**src/hdl/sidl_map.svh**
```systemverilog
// offsets, field positions, reset values and timing counts of the id page lock and read block
`ifndef SIDL_MAP_SVH
`define SIDL_MAP_SVH
`define SIDL_OP_MASK       8'hf7
`define SIDL_OP_READ_KIND  8'h83
`define SIDL_OP_WRITE_KIND 8'h82
`define SIDL_ADDR_TOP_BIT  7
`define SIDL_LOCK_DATA_BIT 1
`define SIDL_ERASED_BYTE   8'hff
`define SIDL_PAGE_BYTES    16
`define SIDL_GROUP_BYTES   4
`define SIDL_CODE_BITS     38
`define SIDL_CLK_PERIOD_NS 5
`define SIDL_TWC_NS        4000000
`define SIDL_TWC_CYC       (`SIDL_TWC_NS / `SIDL_CLK_PERIOD_NS)
`endif

```
**src/hdl/sidl_pkg.sv**
```systemverilog
// types shared by the id page lock and read block
`default_nettype none
package sidl_pkg;
    typedef enum logic [6:0] {
        ST_IDLE = 7'b0000001,
        ST_OP   = 7'b0000010,
        ST_ADDR = 7'b0000100,
        ST_LOCK = 7'b0001000,
        ST_ID_PAGE_READ_CMD = 7'b0010000,
        ST_LOCK_STATE_READ_CMD = 7'b0100000,
        ST_IGN  = 7'b1000000
    } sidl_state_e;
    typedef enum logic [1:0] {
        KIND_NONE  = 2'b00,
        KIND_READ  = 2'b01,
        KIND_WRITE = 2'b10
    } sidl_kind_e;
    typedef logic [7:0] sidl_byte_t;
endpackage : sidl_pkg
`default_nettype wire

```
**src/hdl/sidl_mem_if.sv**
```systemverilog
// carrier between the command logic and the id page store
`timescale 1ns/100ps
`default_nettype none
interface sidl_mem_if;
    logic [3:0] rd_addr;
    logic [7:0] rd_data;
    logic       wr_en;
    logic [3:0] wr_addr;
    logic [7:0] wr_data;
    logic       lock_set;
    logic       locked;
    modport ctl (output rd_addr, wr_en, wr_addr, wr_data, lock_set, input rd_data, locked);
    modport mem (input rd_addr, wr_en, wr_addr, wr_data, lock_set, output rd_data, locked);
endinterface : sidl_mem_if
`default_nettype wire

```
**src/hdl/sidl_timer.sv**
```systemverilog
// self-timed write cycle counter
`timescale 1ns/100ps
`default_nettype none
module sidl_timer #(
    parameter int CYCLES = 800000
) (
    input  wire logic clk_i,
    input  wire logic reset_n_i,
    input  wire logic start_i,
    output logic      busy_o,
    output logic      done_o
);
    localparam int CW = $clog2(CYCLES + 1);
    logic [CW-1:0] cnt_q, cnt_d;
    logic          busy_d, done_d;

    generate
        if (CYCLES < 1) begin : g_chk
            $error("sidl_timer: CYCLES must be at least 1");
        end
    endgenerate

    // busy lasts exactly CYCLES clocks, done pulses as busy drops
    always_comb begin
        cnt_d  = cnt_q;
        busy_d = busy_o;
        done_d = 1'b0;
        if (busy_o) begin
            if (cnt_q == '0) begin
                busy_d = 1'b0;
                done_d = 1'b1;
            end else begin
                cnt_d = cnt_q - CW'(1);
            end
        end else if (start_i) begin
            busy_d = 1'b1;
            cnt_d  = CW'(CYCLES - 1);
        end
    end

    always_ff @(posedge clk_i) begin
        if (!reset_n_i) begin
            cnt_q  <= '0;
            busy_o <= 1'b0;
            done_o <= 1'b0;
        end else begin
            cnt_q  <= cnt_d;
            busy_o <= busy_d;
            done_o <= done_d;
        end
    end
endmodule : sidl_timer
`default_nettype wire

```
**src/hdl/sidl_store.sv**
```systemverilog
// id page store, four-byte groups under single-error correction, plus the lock bit
`timescale 1ns/100ps
`default_nettype none
`include "sidl_map.svh"
module sidl_store
    import sidl_pkg::*;
#(
    parameter int PAGE_BYTES = `SIDL_PAGE_BYTES
) (
    input  wire logic clk_i,
    input  wire logic reset_n_i,
    sidl_mem_if.mem   mem
);
    localparam int GROUPS = PAGE_BYTES / `SIDL_GROUP_BYTES;
    localparam int CB     = `SIDL_CODE_BITS;

    generate
        if (PAGE_BYTES % `SIDL_GROUP_BYTES != 0 || PAGE_BYTES > 16 || PAGE_BYTES < 4) begin : g_chk
            $error("sidl_store: PAGE_BYTES must be 4, 8, 12 or 16");
        end
    endgenerate

    // hamming layout: check bits at power-of-two positions, data elsewhere
    function automatic logic [CB:1] sidl_enc(input logic [31:0] d);
        logic [CB:1] c;
        int          k;
        c = '0;
        k = 0;
        for (int i = 1; i <= CB; i++) begin
            if ((i & (i - 1)) != 0) begin
                c[i] = d[k];
                k++;
            end
        end
        for (int p = 0; p < 6; p++) begin
            for (int i = 1; i <= CB; i++) begin
                if (((i >> p) & 1) == 1 && i != (1 << p)) begin
                    c[1 << p] = c[1 << p] ^ c[i];
                end
            end
        end
        return c;
    endfunction : sidl_enc

    // syndrome names the flipped position; it is repaired before data is pulled out
    function automatic logic [31:0] sidl_dec(input logic [CB:1] cin);
        logic [CB:1] c;
        logic [5:0]  s;
        logic [31:0] d;
        int          k;
        c = cin;
        s = '0;
        d = '0;
        k = 0;
        for (int i = 1; i <= CB; i++) begin
            if (c[i]) begin
                s = s ^ 6'(i);
            end
        end
        for (int i = 1; i <= CB; i++) begin
            if (6'(i) == s) begin
                c[i] = ~c[i];
            end
        end
        for (int i = 1; i <= CB; i++) begin
            if ((i & (i - 1)) != 0) begin
                d[k] = c[i];
                k++;
            end
        end
        return d;
    endfunction : sidl_dec

    logic [GROUPS-1:0][CB:1] code_q, code_d;
    logic                    locked_q, locked_d;
    logic [31:0]             rd_grp, wr_grp;

    // corrected read, invisible to the serial side
    always_comb begin
        rd_grp      = sidl_dec(code_q[mem.rd_addr[3:2]]); // see RULE21
        mem.rd_data = rd_grp[8*mem.rd_addr[1:0] +: 8];
        mem.locked  = locked_q;
    end

    // a byte write re-encodes its whole group; the lock bit only ever sets
    always_comb begin
        code_d   = code_q;
        locked_d = locked_q | mem.lock_set; // see RULE9
        wr_grp   = sidl_dec(code_q[mem.wr_addr[3:2]]);
        if (mem.wr_en && !locked_q) begin // see RULE9
            wr_grp[8*mem.wr_addr[1:0] +: 8] = mem.wr_data;
            code_d[mem.wr_addr[3:2]]        = sidl_enc(wr_grp); // see RULE22
        end
    end

    // reset stands for the delivered state: erased page, unlocked
    always_ff @(posedge clk_i) begin
        if (!reset_n_i) begin
            for (int g = 0; g < GROUPS; g++) begin
                code_q[g] <= sidl_enc({4{`SIDL_ERASED_BYTE}}); // see RULE19
            end
            locked_q <= 1'b0;
        end else begin
            code_q   <= code_d;
            locked_q <= locked_d;
        end
    end

    AST_LOCKED_FROZEN: assert property (@(posedge clk_i) disable iff (!reset_n_i) // see RULE9
        locked_q |=> $stable(code_q) && locked_q)
        else $error("id page changed while locked");
endmodule : sidl_store
`default_nettype wire

```
**src/hdl/sidl_top.sv**
```systemverilog
// serial command logic for id page id_page_lock_cmd page read and lock state read
//
// How it works
// RULE1 - lock only proceeds when the write latch bit is set.
// RULE2 - host sends lock opcode, address with top bit one, then one data byte.
// RULE3 - lock data byte must have bit 1 set; other bits ignored.
// RULE4 - chip select must rise after eighth data edge, before the next rising edge.
// RULE5 - valid lock at byte boundary starts the self-timed write cycle.
// RULE6 - lock refused when both block guard bits are one.
// RULE7 - lock refused while a write cycle runs.
// RULE8 - lock refused when page is already locked.
// RULE9 - once locked, page stays read-only forever.
// RULE10 - page read: top address bit zero, low four bits pick the byte.
// RULE11 - page read keeps incrementing address and streaming bytes.
// RULE12 - host must not read past sixteen bytes; no wraparound.
// RULE13 - rising chip select ends a read anywhere, even mid-byte.
// RULE14 - page read ignored during a write cycle.
// RULE15 - lock state read: top address bit one, others ignored.
// RULE16 - lock state byte has lsb one when locked, zero otherwise.
// RULE17 - lock state byte repeats while chip select stays low.
// RULE18 - lock state read ignored during a write cycle.
// RULE19 - delivered storage reads all ones.
// RULE20 - instructions ignored during reset; afterwards idle and deselected.
// RULE21 - each four-byte group corrects a single bit error on read.
// RULE22 - a byte write rewrites its whole four-byte group.
// RULE23 - read opcode ignores bit 3; top address bit picks page or lock state.
// RULE24 - write opcode ignores bit 3; top address bit picks page write or lock.
// RULE25 - during a write cycle every opcode here is ignored.
// RULE26 - lock completion clears the write latch bit.
`timescale 1ns/100ps
`default_nettype none
`include "sidl_map.svh"
module sidl_top
    import sidl_pkg::*;
#(
    parameter int WC_CYCLES  = `SIDL_TWC_CYC,
    parameter int PAGE_BYTES = `SIDL_PAGE_BYTES
) (
    input  wire logic       clk_i,
    input  wire logic       reset_n_i,
    input  wire logic       cs_n_i,
    input  wire logic       sck_i,
    input  wire logic       si_i,
    input  wire logic       write_latch_bit_i,
    input  wire logic       block_guard_hi_i,
    input  wire logic       block_guard_lo_i,
    input  wire logic       ext_busy_i,
    input  wire logic       id_wr_en_i,
    input  wire logic [3:0] id_wr_addr_i,
    input  wire logic [7:0] id_wr_data_i,
    output logic            so_o,
    output logic            so_oe_n_o,
    output logic            write_busy_o,
    output logic            id_locked_o,
    output logic            write_latch_clr_o
);
    sidl_mem_if mem_if ();

    // past-end detection assumes a full page, and the cycle-start check needs at least 8 busy clocks
    generate
        if (WC_CYCLES < 8 || PAGE_BYTES != 16) begin : g_chk
            $error("sidl_top: WC_CYCLES must be at least 8 and PAGE_BYTES must be 16");
        end
    endgenerate

    logic [2:0]  cs_q, sck_q;
    logic [1:0]  si_q;
    logic        cs_rise, sck_rise, sck_fall, si_s, busy, byte_done;
    sidl_byte_t  rx_byte;
    logic        tmr_done, lock_go, lock_done;

    sidl_state_e state_q, state_d;
    sidl_kind_e  kind_q, kind_d;
    logic [2:0]  cnt_q, cnt_d;
    sidl_byte_t  sh_q, sh_d, out_q, out_d;
    logic [4:0]  addr_q, addr_d;
    logic        armed_q, armed_d, lockbit_q, lockbit_d;
    logic        so_d, oe_n_d, pend_q, pend_d, clr_d;

    // pins cross into clk_i through two flops; third stage of sck/cs is only edge history
    always_ff @(posedge clk_i) begin
        if (!reset_n_i) begin
            cs_q  <= 3'h7;
            sck_q <= 3'h0;
            si_q  <= 2'h0;
        end else begin
            cs_q  <= {cs_q[1:0], cs_n_i};
            sck_q <= {sck_q[1:0], sck_i};
            si_q  <= {si_q[0], si_i};
        end
    end

    // si and sck share the same delay, so the sampled bit lines up with the edge
    assign cs_rise   = cs_q[1] & ~cs_q[2];
    assign sck_rise  = sck_q[1] & ~sck_q[2];
    assign sck_fall  = ~sck_q[1] & sck_q[2];
    assign si_s      = si_q[1];
    assign rx_byte   = {sh_q[6:0], si_s};
    assign byte_done = sck_rise && (cnt_q == 3'h7);
    assign busy      = write_busy_o | ext_busy_i;
    assign lock_done = tmr_done & pend_q;

    // store hookup: the address byte itself selects the first read byte
    assign mem_if.rd_addr  = (state_q == ST_ADDR) ? rx_byte[3:0] : addr_q[3:0]; // see RULE10
    assign mem_if.wr_en    = id_wr_en_i;
    assign mem_if.wr_addr  = id_wr_addr_i;
    assign mem_if.wr_data  = id_wr_data_i;
    assign mem_if.lock_set = lock_done; // see RULE9

    // lock is judged at the chip select rise, only from the armed boundary slot
    always_comb begin
        lock_go = 1'b0;
        if (cs_rise && state_q == ST_LOCK && armed_q) begin // see RULE4
            lock_go = write_latch_bit_i // see RULE1
                & ~(block_guard_hi_i & block_guard_lo_i) // see RULE6
                & ~busy // see RULE7
                & ~mem_if.locked // see RULE8
                & lockbit_q; // see RULE3
        end
    end

    // frame decoder: opcode, address, then lock data or read stream
    always_comb begin
        state_d   = state_q;
        kind_d    = kind_q;
        cnt_d     = cnt_q;
        sh_d      = sh_q;
        out_d     = out_q;
        addr_d    = addr_q;
        armed_d   = armed_q;
        lockbit_d = lockbit_q;
        so_d      = so_q_hold();
        oe_n_d    = so_oe_n_o;
        pend_d    = (pend_q & ~tmr_done) | lock_go; // see RULE5
        clr_d     = lock_done; // see RULE26
        if (cs_q[1]) begin
            state_d = ST_IDLE; // see RULE13
            cnt_d   = 3'h0;
            armed_d = 1'b0;
            oe_n_d  = 1'b1;
        end else begin
            if (state_q == ST_IDLE) begin
                state_d = ST_OP;
            end
            if (sck_rise) begin
                sh_d  = rx_byte;
                cnt_d = cnt_q + 3'h1;
                if (state_q == ST_LOCK && armed_q) begin
                    state_d = ST_IGN; // see RULE4
                    armed_d = 1'b0;
                end
            end
            if (byte_done) begin
                case (state_q)
                    ST_IDLE, ST_OP: begin
                        if (busy) begin
                            state_d = ST_IGN; // see RULE14, RULE18, RULE25
                        end else if ((rx_byte & `SIDL_OP_MASK) == `SIDL_OP_READ_KIND) begin // see RULE23
                            kind_d  = KIND_READ;
                            state_d = ST_ADDR;
                        end else if ((rx_byte & `SIDL_OP_MASK) == `SIDL_OP_WRITE_KIND) begin // see RULE24
                            kind_d  = KIND_WRITE;
                            state_d = ST_ADDR;
                        end else begin
                            state_d = ST_IGN;
                        end
                    end
                    ST_ADDR: begin
                        if (kind_q == KIND_READ) begin
                            oe_n_d = 1'b0;
                            if (rx_byte[`SIDL_ADDR_TOP_BIT]) begin
                                state_d = ST_LOCK_STATE_READ_CMD;
                                out_d   = {7'h00, mem_if.locked}; // see RULE16
                            end else begin
                                state_d = ST_ID_PAGE_READ_CMD;
                                out_d   = mem_if.rd_data; // see RULE10
                                addr_d  = {1'b0, rx_byte[3:0]} + 5'h01;
                            end
                        end else if (rx_byte[`SIDL_ADDR_TOP_BIT]) begin
                            state_d = ST_LOCK;
                        end else begin
                            state_d = ST_IGN; // page write lives elsewhere
                        end
                    end
                    ST_LOCK: begin
                        if (!armed_q) begin
                            lockbit_d = rx_byte[`SIDL_LOCK_DATA_BIT];
                            armed_d   = 1'b1;
                        end
                    end
                    ST_ID_PAGE_READ_CMD: begin
                        // past the page end the stream reads erased, no wraparound
                        out_d = addr_q[4] ? `SIDL_ERASED_BYTE : mem_if.rd_data; // see RULE11
                        if (!addr_q[4]) begin
                            addr_d = addr_q + 5'h01;
                        end
                    end
                    ST_LOCK_STATE_READ_CMD: begin
                        out_d = {7'h00, mem_if.locked}; // see RULE17
                    end
                    default: begin
                    end
                endcase
            end
            if (sck_fall && (state_q == ST_ID_PAGE_READ_CMD || state_q == ST_LOCK_STATE_READ_CMD)) begin
                so_d  = out_q[7];
                out_d = {out_q[6:0], 1'b1};
            end
        end
    end

    function automatic logic so_q_hold();
        return so_o;
    endfunction : so_q_hold

    // every frame register starts deselected and idle
    always_ff @(posedge clk_i) begin
        if (!reset_n_i) begin
            state_q           <= ST_IDLE; // see RULE20
            kind_q            <= KIND_NONE;
            cnt_q             <= 3'h0;
            sh_q              <= 8'h00;
            out_q             <= 8'h00;
            addr_q            <= 5'h00;
            armed_q           <= 1'b0;
            lockbit_q         <= 1'b0;
            so_o              <= 1'b0;
            so_oe_n_o         <= 1'b1;
            pend_q            <= 1'b0;
            write_latch_clr_o <= 1'b0;
        end else begin
            state_q           <= state_d;
            kind_q            <= kind_d;
            cnt_q             <= cnt_d;
            sh_q              <= sh_d;
            out_q             <= out_d;
            addr_q            <= addr_d;
            armed_q           <= armed_d;
            lockbit_q         <= lockbit_d;
            so_o              <= so_d;
            so_oe_n_o         <= oe_n_d;
            pend_q            <= pend_d;
            write_latch_clr_o <= clr_d;
        end
    end

    assign id_locked_o = mem_if.locked;

    sidl_timer #(
        .CYCLES (WC_CYCLES)
    ) u_timer (
        .clk_i     (clk_i),
        .reset_n_i (reset_n_i),
        .start_i   (lock_go),
        .busy_o    (write_busy_o),
        .done_o    (tmr_done)
    );

    sidl_store #(
        .PAGE_BYTES (PAGE_BYTES)
    ) u_store (
        .clk_i     (clk_i),
        .reset_n_i (reset_n_i),
        .mem       (mem_if.mem)
    );

    // checks
    AST_LOCK_WEL: assert property (@(posedge clk_i) disable iff (!reset_n_i) // see RULE1
        lock_go |-> write_latch_bit_i && lockbit_q)
        else $error("lock started without latch or data bit");
    AST_LOCK_GUARD: assert property (@(posedge clk_i) disable iff (!reset_n_i) // see RULE6
        (block_guard_hi_i && block_guard_lo_i) |-> !lock_go)
        else $error("lock started with both guard bits set");
    AST_LOCK_BUSY: assert property (@(posedge clk_i) disable iff (!reset_n_i) // see RULE7
        lock_go |-> !$past(write_busy_o) && !write_busy_o && !ext_busy_i)
        else $error("lock started during a write cycle");
    AST_LOCK_ONCE: assert property (@(posedge clk_i) disable iff (!reset_n_i) // see RULE8
        id_locked_o |-> !lock_go)
        else $error("lock started on a locked page");
    AST_CYCLE_START: assert property (@(posedge clk_i) disable iff (!reset_n_i) // see RULE5
        lock_go |=> write_busy_o [*8])
        else $error("write cycle did not start on lock");
    AST_LOCK_DONE: assert property (@(posedge clk_i) disable iff (!reset_n_i) // see RULE26
        $fell(write_busy_o) && pend_q |=> write_latch_clr_o && id_locked_o)
        else $error("lock completion missed latch clear or lock bit");
    AST_NO_UNLOCK: assert property (@(posedge clk_i) disable iff (!reset_n_i) // see RULE9
        !$fell(id_locked_o))
        else $error("lock bit dropped");
    AST_BUSY_IGNORE: assert property (@(posedge clk_i) disable iff (!reset_n_i) // see RULE25
        (state_q == ST_OP) && byte_done && busy && !cs_q[1] |=> state_q == ST_IGN)
        else $error("opcode taken during write cycle");
    AST_CS_ENDS: assert property (@(posedge clk_i) disable iff (!reset_n_i) // see RULE13
        cs_rise |=> (state_q == ST_IDLE) && so_oe_n_o)
        else $error("frame survived chip select rise");
    AST_LS_BYTE: assert property (@(posedge clk_i) disable iff (!reset_n_i) // see RULE16
        (state_q == ST_LOCK_STATE_READ_CMD) && byte_done && !cs_q[1] |=> out_q == {7'h00, id_locked_o})
        else $error("lock state byte wrong");
    AST_LATE_EDGE: assert property (@(posedge clk_i) disable iff (!reset_n_i) // see RULE4
        (state_q == ST_LOCK) && armed_q && sck_rise && !cs_q[1] |=> !armed_q ##0 !lock_go)
        else $error("lock still armed after extra clock edge");

    COV_LOCK: cover property (@(posedge clk_i) disable iff (!reset_n_i) lock_done);
    COV_ID_PAGE_READ_CMD: cover property (@(posedge clk_i) disable iff (!reset_n_i) (state_q == ST_ID_PAGE_READ_CMD) && byte_done);
    COV_LOCK_STATE_READ_CMD: cover property (@(posedge clk_i) disable iff (!reset_n_i) (state_q == ST_LOCK_STATE_READ_CMD) && byte_done);
    COV_LOCK_REFUSED: cover property (@(posedge clk_i) disable iff (!reset_n_i)
        cs_rise && (state_q == ST_LOCK) && armed_q && !lock_go);
    COV_BUSY_IGNORE: cover property (@(posedge clk_i) disable iff (!reset_n_i)
        (state_q == ST_OP) && byte_done && busy);
endmodule : sidl_top
`default_nettype wire

```
**config.mk**
```make
export PLATFORM = sky130hd
export DESIGN_NAME = sidl_top
export DESIGN_NICKNAME = d
export VERILOG_FILES = /design/src/hdl/sidl_pkg.sv /design/src/hdl/sidl_mem_if.sv /design/src/hdl/sidl_timer.sv /design/src/hdl/sidl_store.sv /design/src/hdl/sidl_top.sv
export VERILOG_INCLUDE_DIRS = /design/src /design/src/hdl
export SDC_FILE = /design/constraint.sdc
export NUM_CORES = 1
export LEC_CHECK = 0
export BUFFER_PORTS_ARGS = -buffer_cell sky130_fd_sc_hd__buf_2
export CAP_MARGIN = 20
export CELL_PAD_IN_SITES_DETAIL_PLACEMENT = 0
export CELL_PAD_IN_SITES_GLOBAL_PLACEMENT = 1
export CORE_MARGIN = 5
export CORE_UTILIZATION = 40
export DETAILED_ROUTE_END_ITERATION = 7
export PLACE_DENSITY_LB_ADDON = 0.12
export SYNTH_ARGS = -nofsm -noshare
export SYNTH_HDL_FRONTEND = slang
export SYNTH_SLANG_ARGS = --single-unit
```
**constraint.sdc**
```tcl
create_clock -name clk_i -period 6.9 [get_ports clk_i]
set_clock_uncertainty 0.15 [all_clocks]
set_input_delay 1.38 -clock clk_i [delete_from_list [all_inputs] [get_ports clk_i]]
set_output_delay 1.38 -clock clk_i [all_outputs]
set_load 0.005 [all_outputs]
```
==> results.json <==
{
  "grt_pass1_vias": 12201,
  "ir_worst_vdd_mv": 0.441,
  "syn2layout_area_growth_pct": 11.2,
  "yosysWarnings": 0,
  "cp.depth": 17,
  "fp.dieH_um": 204,
  "io_buffer_count": 26,
  "drv_cap": 0,
  "swShare_pct": 40.7,
  "antenna_left": 0,
  "pwr_density_cell_nw_per_um2": 366,
  "yosysMostFrequentCell": "nand2_1",
  "cp-endpoint": "u_store.code_q[38]$_SDFFE_PN0P_",
  "syn_area_per_cell_um2": 8.75,
  "path_clk_slew_ns": 0.06,
  "worstMarginPinSlew_ns": 1.04,
  "critical_path.slowest_cell": "buf_2",
  "cpPeakStageDelay_ns": 0.59,
  "fin_crit_sh_pct": 91.2,
  "setup_viol_count_final": 0,
  "worstPathRequired_ns": 7.25,
  "synth.distinct_cells": 81,
  "cts_hold_buffers": 0,
  "r2r-end": "out_q[1]$_SDFFE_PN0P_",
  "p_clk_share_pct": 25.9,
  "ctsResizeCount": 0,
  "cpLargestDelayFamily": "XOR/XNOR gates",
  "place_area_um2": 15700,
  "io_pins": 27,
  "synth_fp_nets": 1745,
  "drive_gt1_share_pct": 13.1,
  "drt_first_pass_iters": 7,
  "leakagePower_nw": 6.80,
  "fp-row-count": 70,
  "die_w_um": 204,
  "grt_max_degree": 86,
  "start_util_pct": 40.7,
  "hold_path_class": "reg -> reg",
  "clock_path_buffers": 3,
  "status": "finished clean",
  "routed_wl_mm": 49.9,
  "crit_top_cell": "xor2_1",
  "period_needed_ns": 6.29,
  "clock-root-buffer": "clkbuf_16",
  "cts_setup_buffers": 0,
  "ys_top_cells_by_area": "dfxtp_1, xnor2_1, nand2_1",
  "grt_overflow_total": 0,
  "dr_total_vias": 12624,
  "hold_viol": 0,
  "slew_headroom_pct": 30.6,
  "power_frac_comb_pct": 50.3,
  "slew_violations": 0,
  "reg2reg_from": "state_q[0]$_SDFF_PP1_",
  "startpoint_type": "input pin",
  "rsz0062_at_grt": "no",
  "worstSetupPathType": "in -> reg",
  "crit_chain": "buf_2, buf_4, mux4_2, xor2_1, xnor3_1, xnor3_2, nor4b_2, nand3_1, xor2_1, a2bb2oi_2, xor2_1, xnor2_1, xor3_1, xnor2_1, buf_4, nor2_1, nor2_1",
  "routedWlPerCell_um": 22.7,
  "drcViolationCount": 0,
  "ys_ff_latch": 221,
  "synth_top_area_share_pct": 29.5,
  "netSwitchingPower_mw": 2.48,
  "syn_inst": 1712,
  "clk_latency_ns": 0.57,
  "seq_area_frac_synth_pct": 29.5,
  "async_reset_ff_share_pct": 0,
  "grt_pass1_wl_mm": 75.9,
  "p_seq_share_pct": 23.8,
  "rr_worst_depth": 16,
  "p_int_mw": 3.62,
  "hpwl_mm": 35.9,
  "nets": 1747,
  "diodes": 0,
  "clkSinkCount": 221,
  "post-synth-top-area-cell": "dfxtp_1",
  "yosys-top-cells-count": "nand2_1, dfxtp_1, xnor2_1, o211ai_1, nor2_1",
  "max_freq_mhz": 159,
  "design.core.area_um2": 36800,
  "numCtsBuffers": 28,
  "hold_slack_ns": 0.268,
  "htree_levels": 1,
  "setup_tns_ns": 0,
  "synth_flop_cell": "dfxtp_1",
  "antenna_found_initial": 0,
  "design_area_um2": 16700,
  "track_usage_pct": 23.5,
  "viasPerCell": 5.73,
  "dieArea_um2": 41400,
  "syn-cell-area_um2": 15000,
  "crit_fanout": 23,
  "cts_tree": "done",
  "place_congestion": 0.961,
  "crit_buf_inv": 3,
  "startpoint": "id_wr_addr_i[3]",
  "worst_ep_arrival_time_ns": 6.64,
  "endpoint_kind": "flip-flop",
  "drt_iter0_markers": 1055,
  "synth-edff-count": 0,
  "reg2reg_slack_ns": 1.04
}
## power groups by stage
| stage | Clock [mW] | Combinational [mW] | Sequential [mW] |
|---|---|---|---|
| 2_1_floorplan | 0 | 2.23 | 1.44 |
| 3_3_place_gp | 0 | 3.04 | 1.48 |
| 3_5_place_dp | 0 | 3.03 | 1.48 |
| 4_1_cts | 1.62 | 3.04 | 1.45 |
| 5_1_grt | 1.66 | 3.24 | 1.46 |
| 6_report | 1.58 | 3.07 | 1.45 |
## worst min path at each step
stage,end,cells after the start,slack (ns),startpoint
detailed placement,cs_q[1]$_SDFF_PN1_,1,0.25,cs_q[0]$_SDFF_PN1_
finish,cs_q[1]$_SDFF_PN1_,1,0.27,cs_q[0]$_SDFF_PN1_
floorplan,cs_q[1]$_SDFF_PN1_,1,0.24,cs_q[0]$_SDFF_PN1_
global placement,cs_q[1]$_SDFF_PN1_,1,0.25,cs_q[0]$_SDFF_PN1_
CTS,cs_q[1]$_SDFF_PN1_,1,0.27,cs_q[0]$_SDFF_PN1_
global route,cs_q[1]$_SDFF_PN1_,1,0.30,cs_q[0]$_SDFF_PN1_
## layout make-up
cell class / instances / area, um^2
Sequential cell: 221 / 4420
Multi-Input combinational cell: 1357 / 9940
Clock buffer: 38 / 800
Fill cell: 3630 / 20100
Timing Repair Buffer: 92 / 676
Inverter: 14 / 52.6
Tap cell: 468 / 586
Clock inverter: 12 / 185
## flip-flops by register name, summed over array words and instances, names as in the netlist, 3 cells and up
name and flops:
cs_q 3, cnt_q 3, sck_q 3, u_timer.cnt_q 20, out_q 8, addr_q 5
u_store.code_q 152, state_q 7, sh_q 7
## worst register-to-register path: stages (launching register included)
cell     delay [ns]
dfxtp_1        0.37
or4_1          0.73
or3_1          0.41
buf_4          0.29
nand2_8        0.31
nand2_1        0.13
a31oi_1        0.66
xnor3_1        0.54
xnor3_1        0.26
xnor2_1        0.20
or3b_1         0.50
and2_1         0.23
or3_1          0.36
xor2_1         0.14
o22ai_1        0.09
o31ai_1        0.29
a21oi_1        0.10
## through the flow
step	std cells	utilization [%]	total power, mW	worst slack [ns]
floorplan	1712	-	3.67	0.994
global placement	2151	42.6	4.52	0.0914
detailed placement	2152	42.6	4.51	0.0671
CTS	2202	45.3	6.11	0.669
global route	2202	45.3	6.37	0.345
finish	2202	45.3	6.10	0.610
## cell families (layout without fill, tap and decap cells)
| kind of cell | Yosys count | after routing | synth area share, % |
|---|---|---|---|
| buf+inv | 134 | 156 | 4.31 |
| xor+xnor | 314 | 314 | 21.2 |
| compound gates | 378 | 378 | 17.6 |
| fa+ha+maj | 11 | 11 | 0.918 |
| flops | 221 | 221 | 29.5 |
| mux | 72 | 72 | 7.98 |
| simple gates | 582 | 582 | 18.5 |
## placed cells by master, fill, tap and decap left out, types with 21 or more instances in the layout
cell / Yosys / layout
a211oi_1: 38 / 38
a21oi_1: 56 / 56
a31oi_1: 25 / 25
and3_1: 34 / 34
buf_2: 21 / 26
buf_4: 8 / 62
clkbuf_16: 0 / 29
dfxtp_1: 221 / 221
mux2i_1: 34 / 34
mux4_2: 38 / 38
nand2_1: 268 / 266
nand3_1: 23 / 22
nor2_1: 120 / 119
nor3_1: 34 / 34
o211ai_1: 129 / 129
o21ai_0: 41 / 41
xnor2_1: 178 / 178
xnor3_1: 21 / 21
xor2_1: 103 / 103
## per-layer routing
| layer | wire length, um | vias to the layer above | global-route usage (%) |
|---|---|---|---|
| met5 | 0 | - | 0 |
| met4 | 1830 | 0 | 7.73 |
| met3 | 2930 | 97 | 4.31 |
| met2 | 22500 | 383 | 37.8 |
| met1 | 22700 | 6036 | 32.2 |
| li1 | - | 6108 | - |
(Power assumes the default switching activity.)
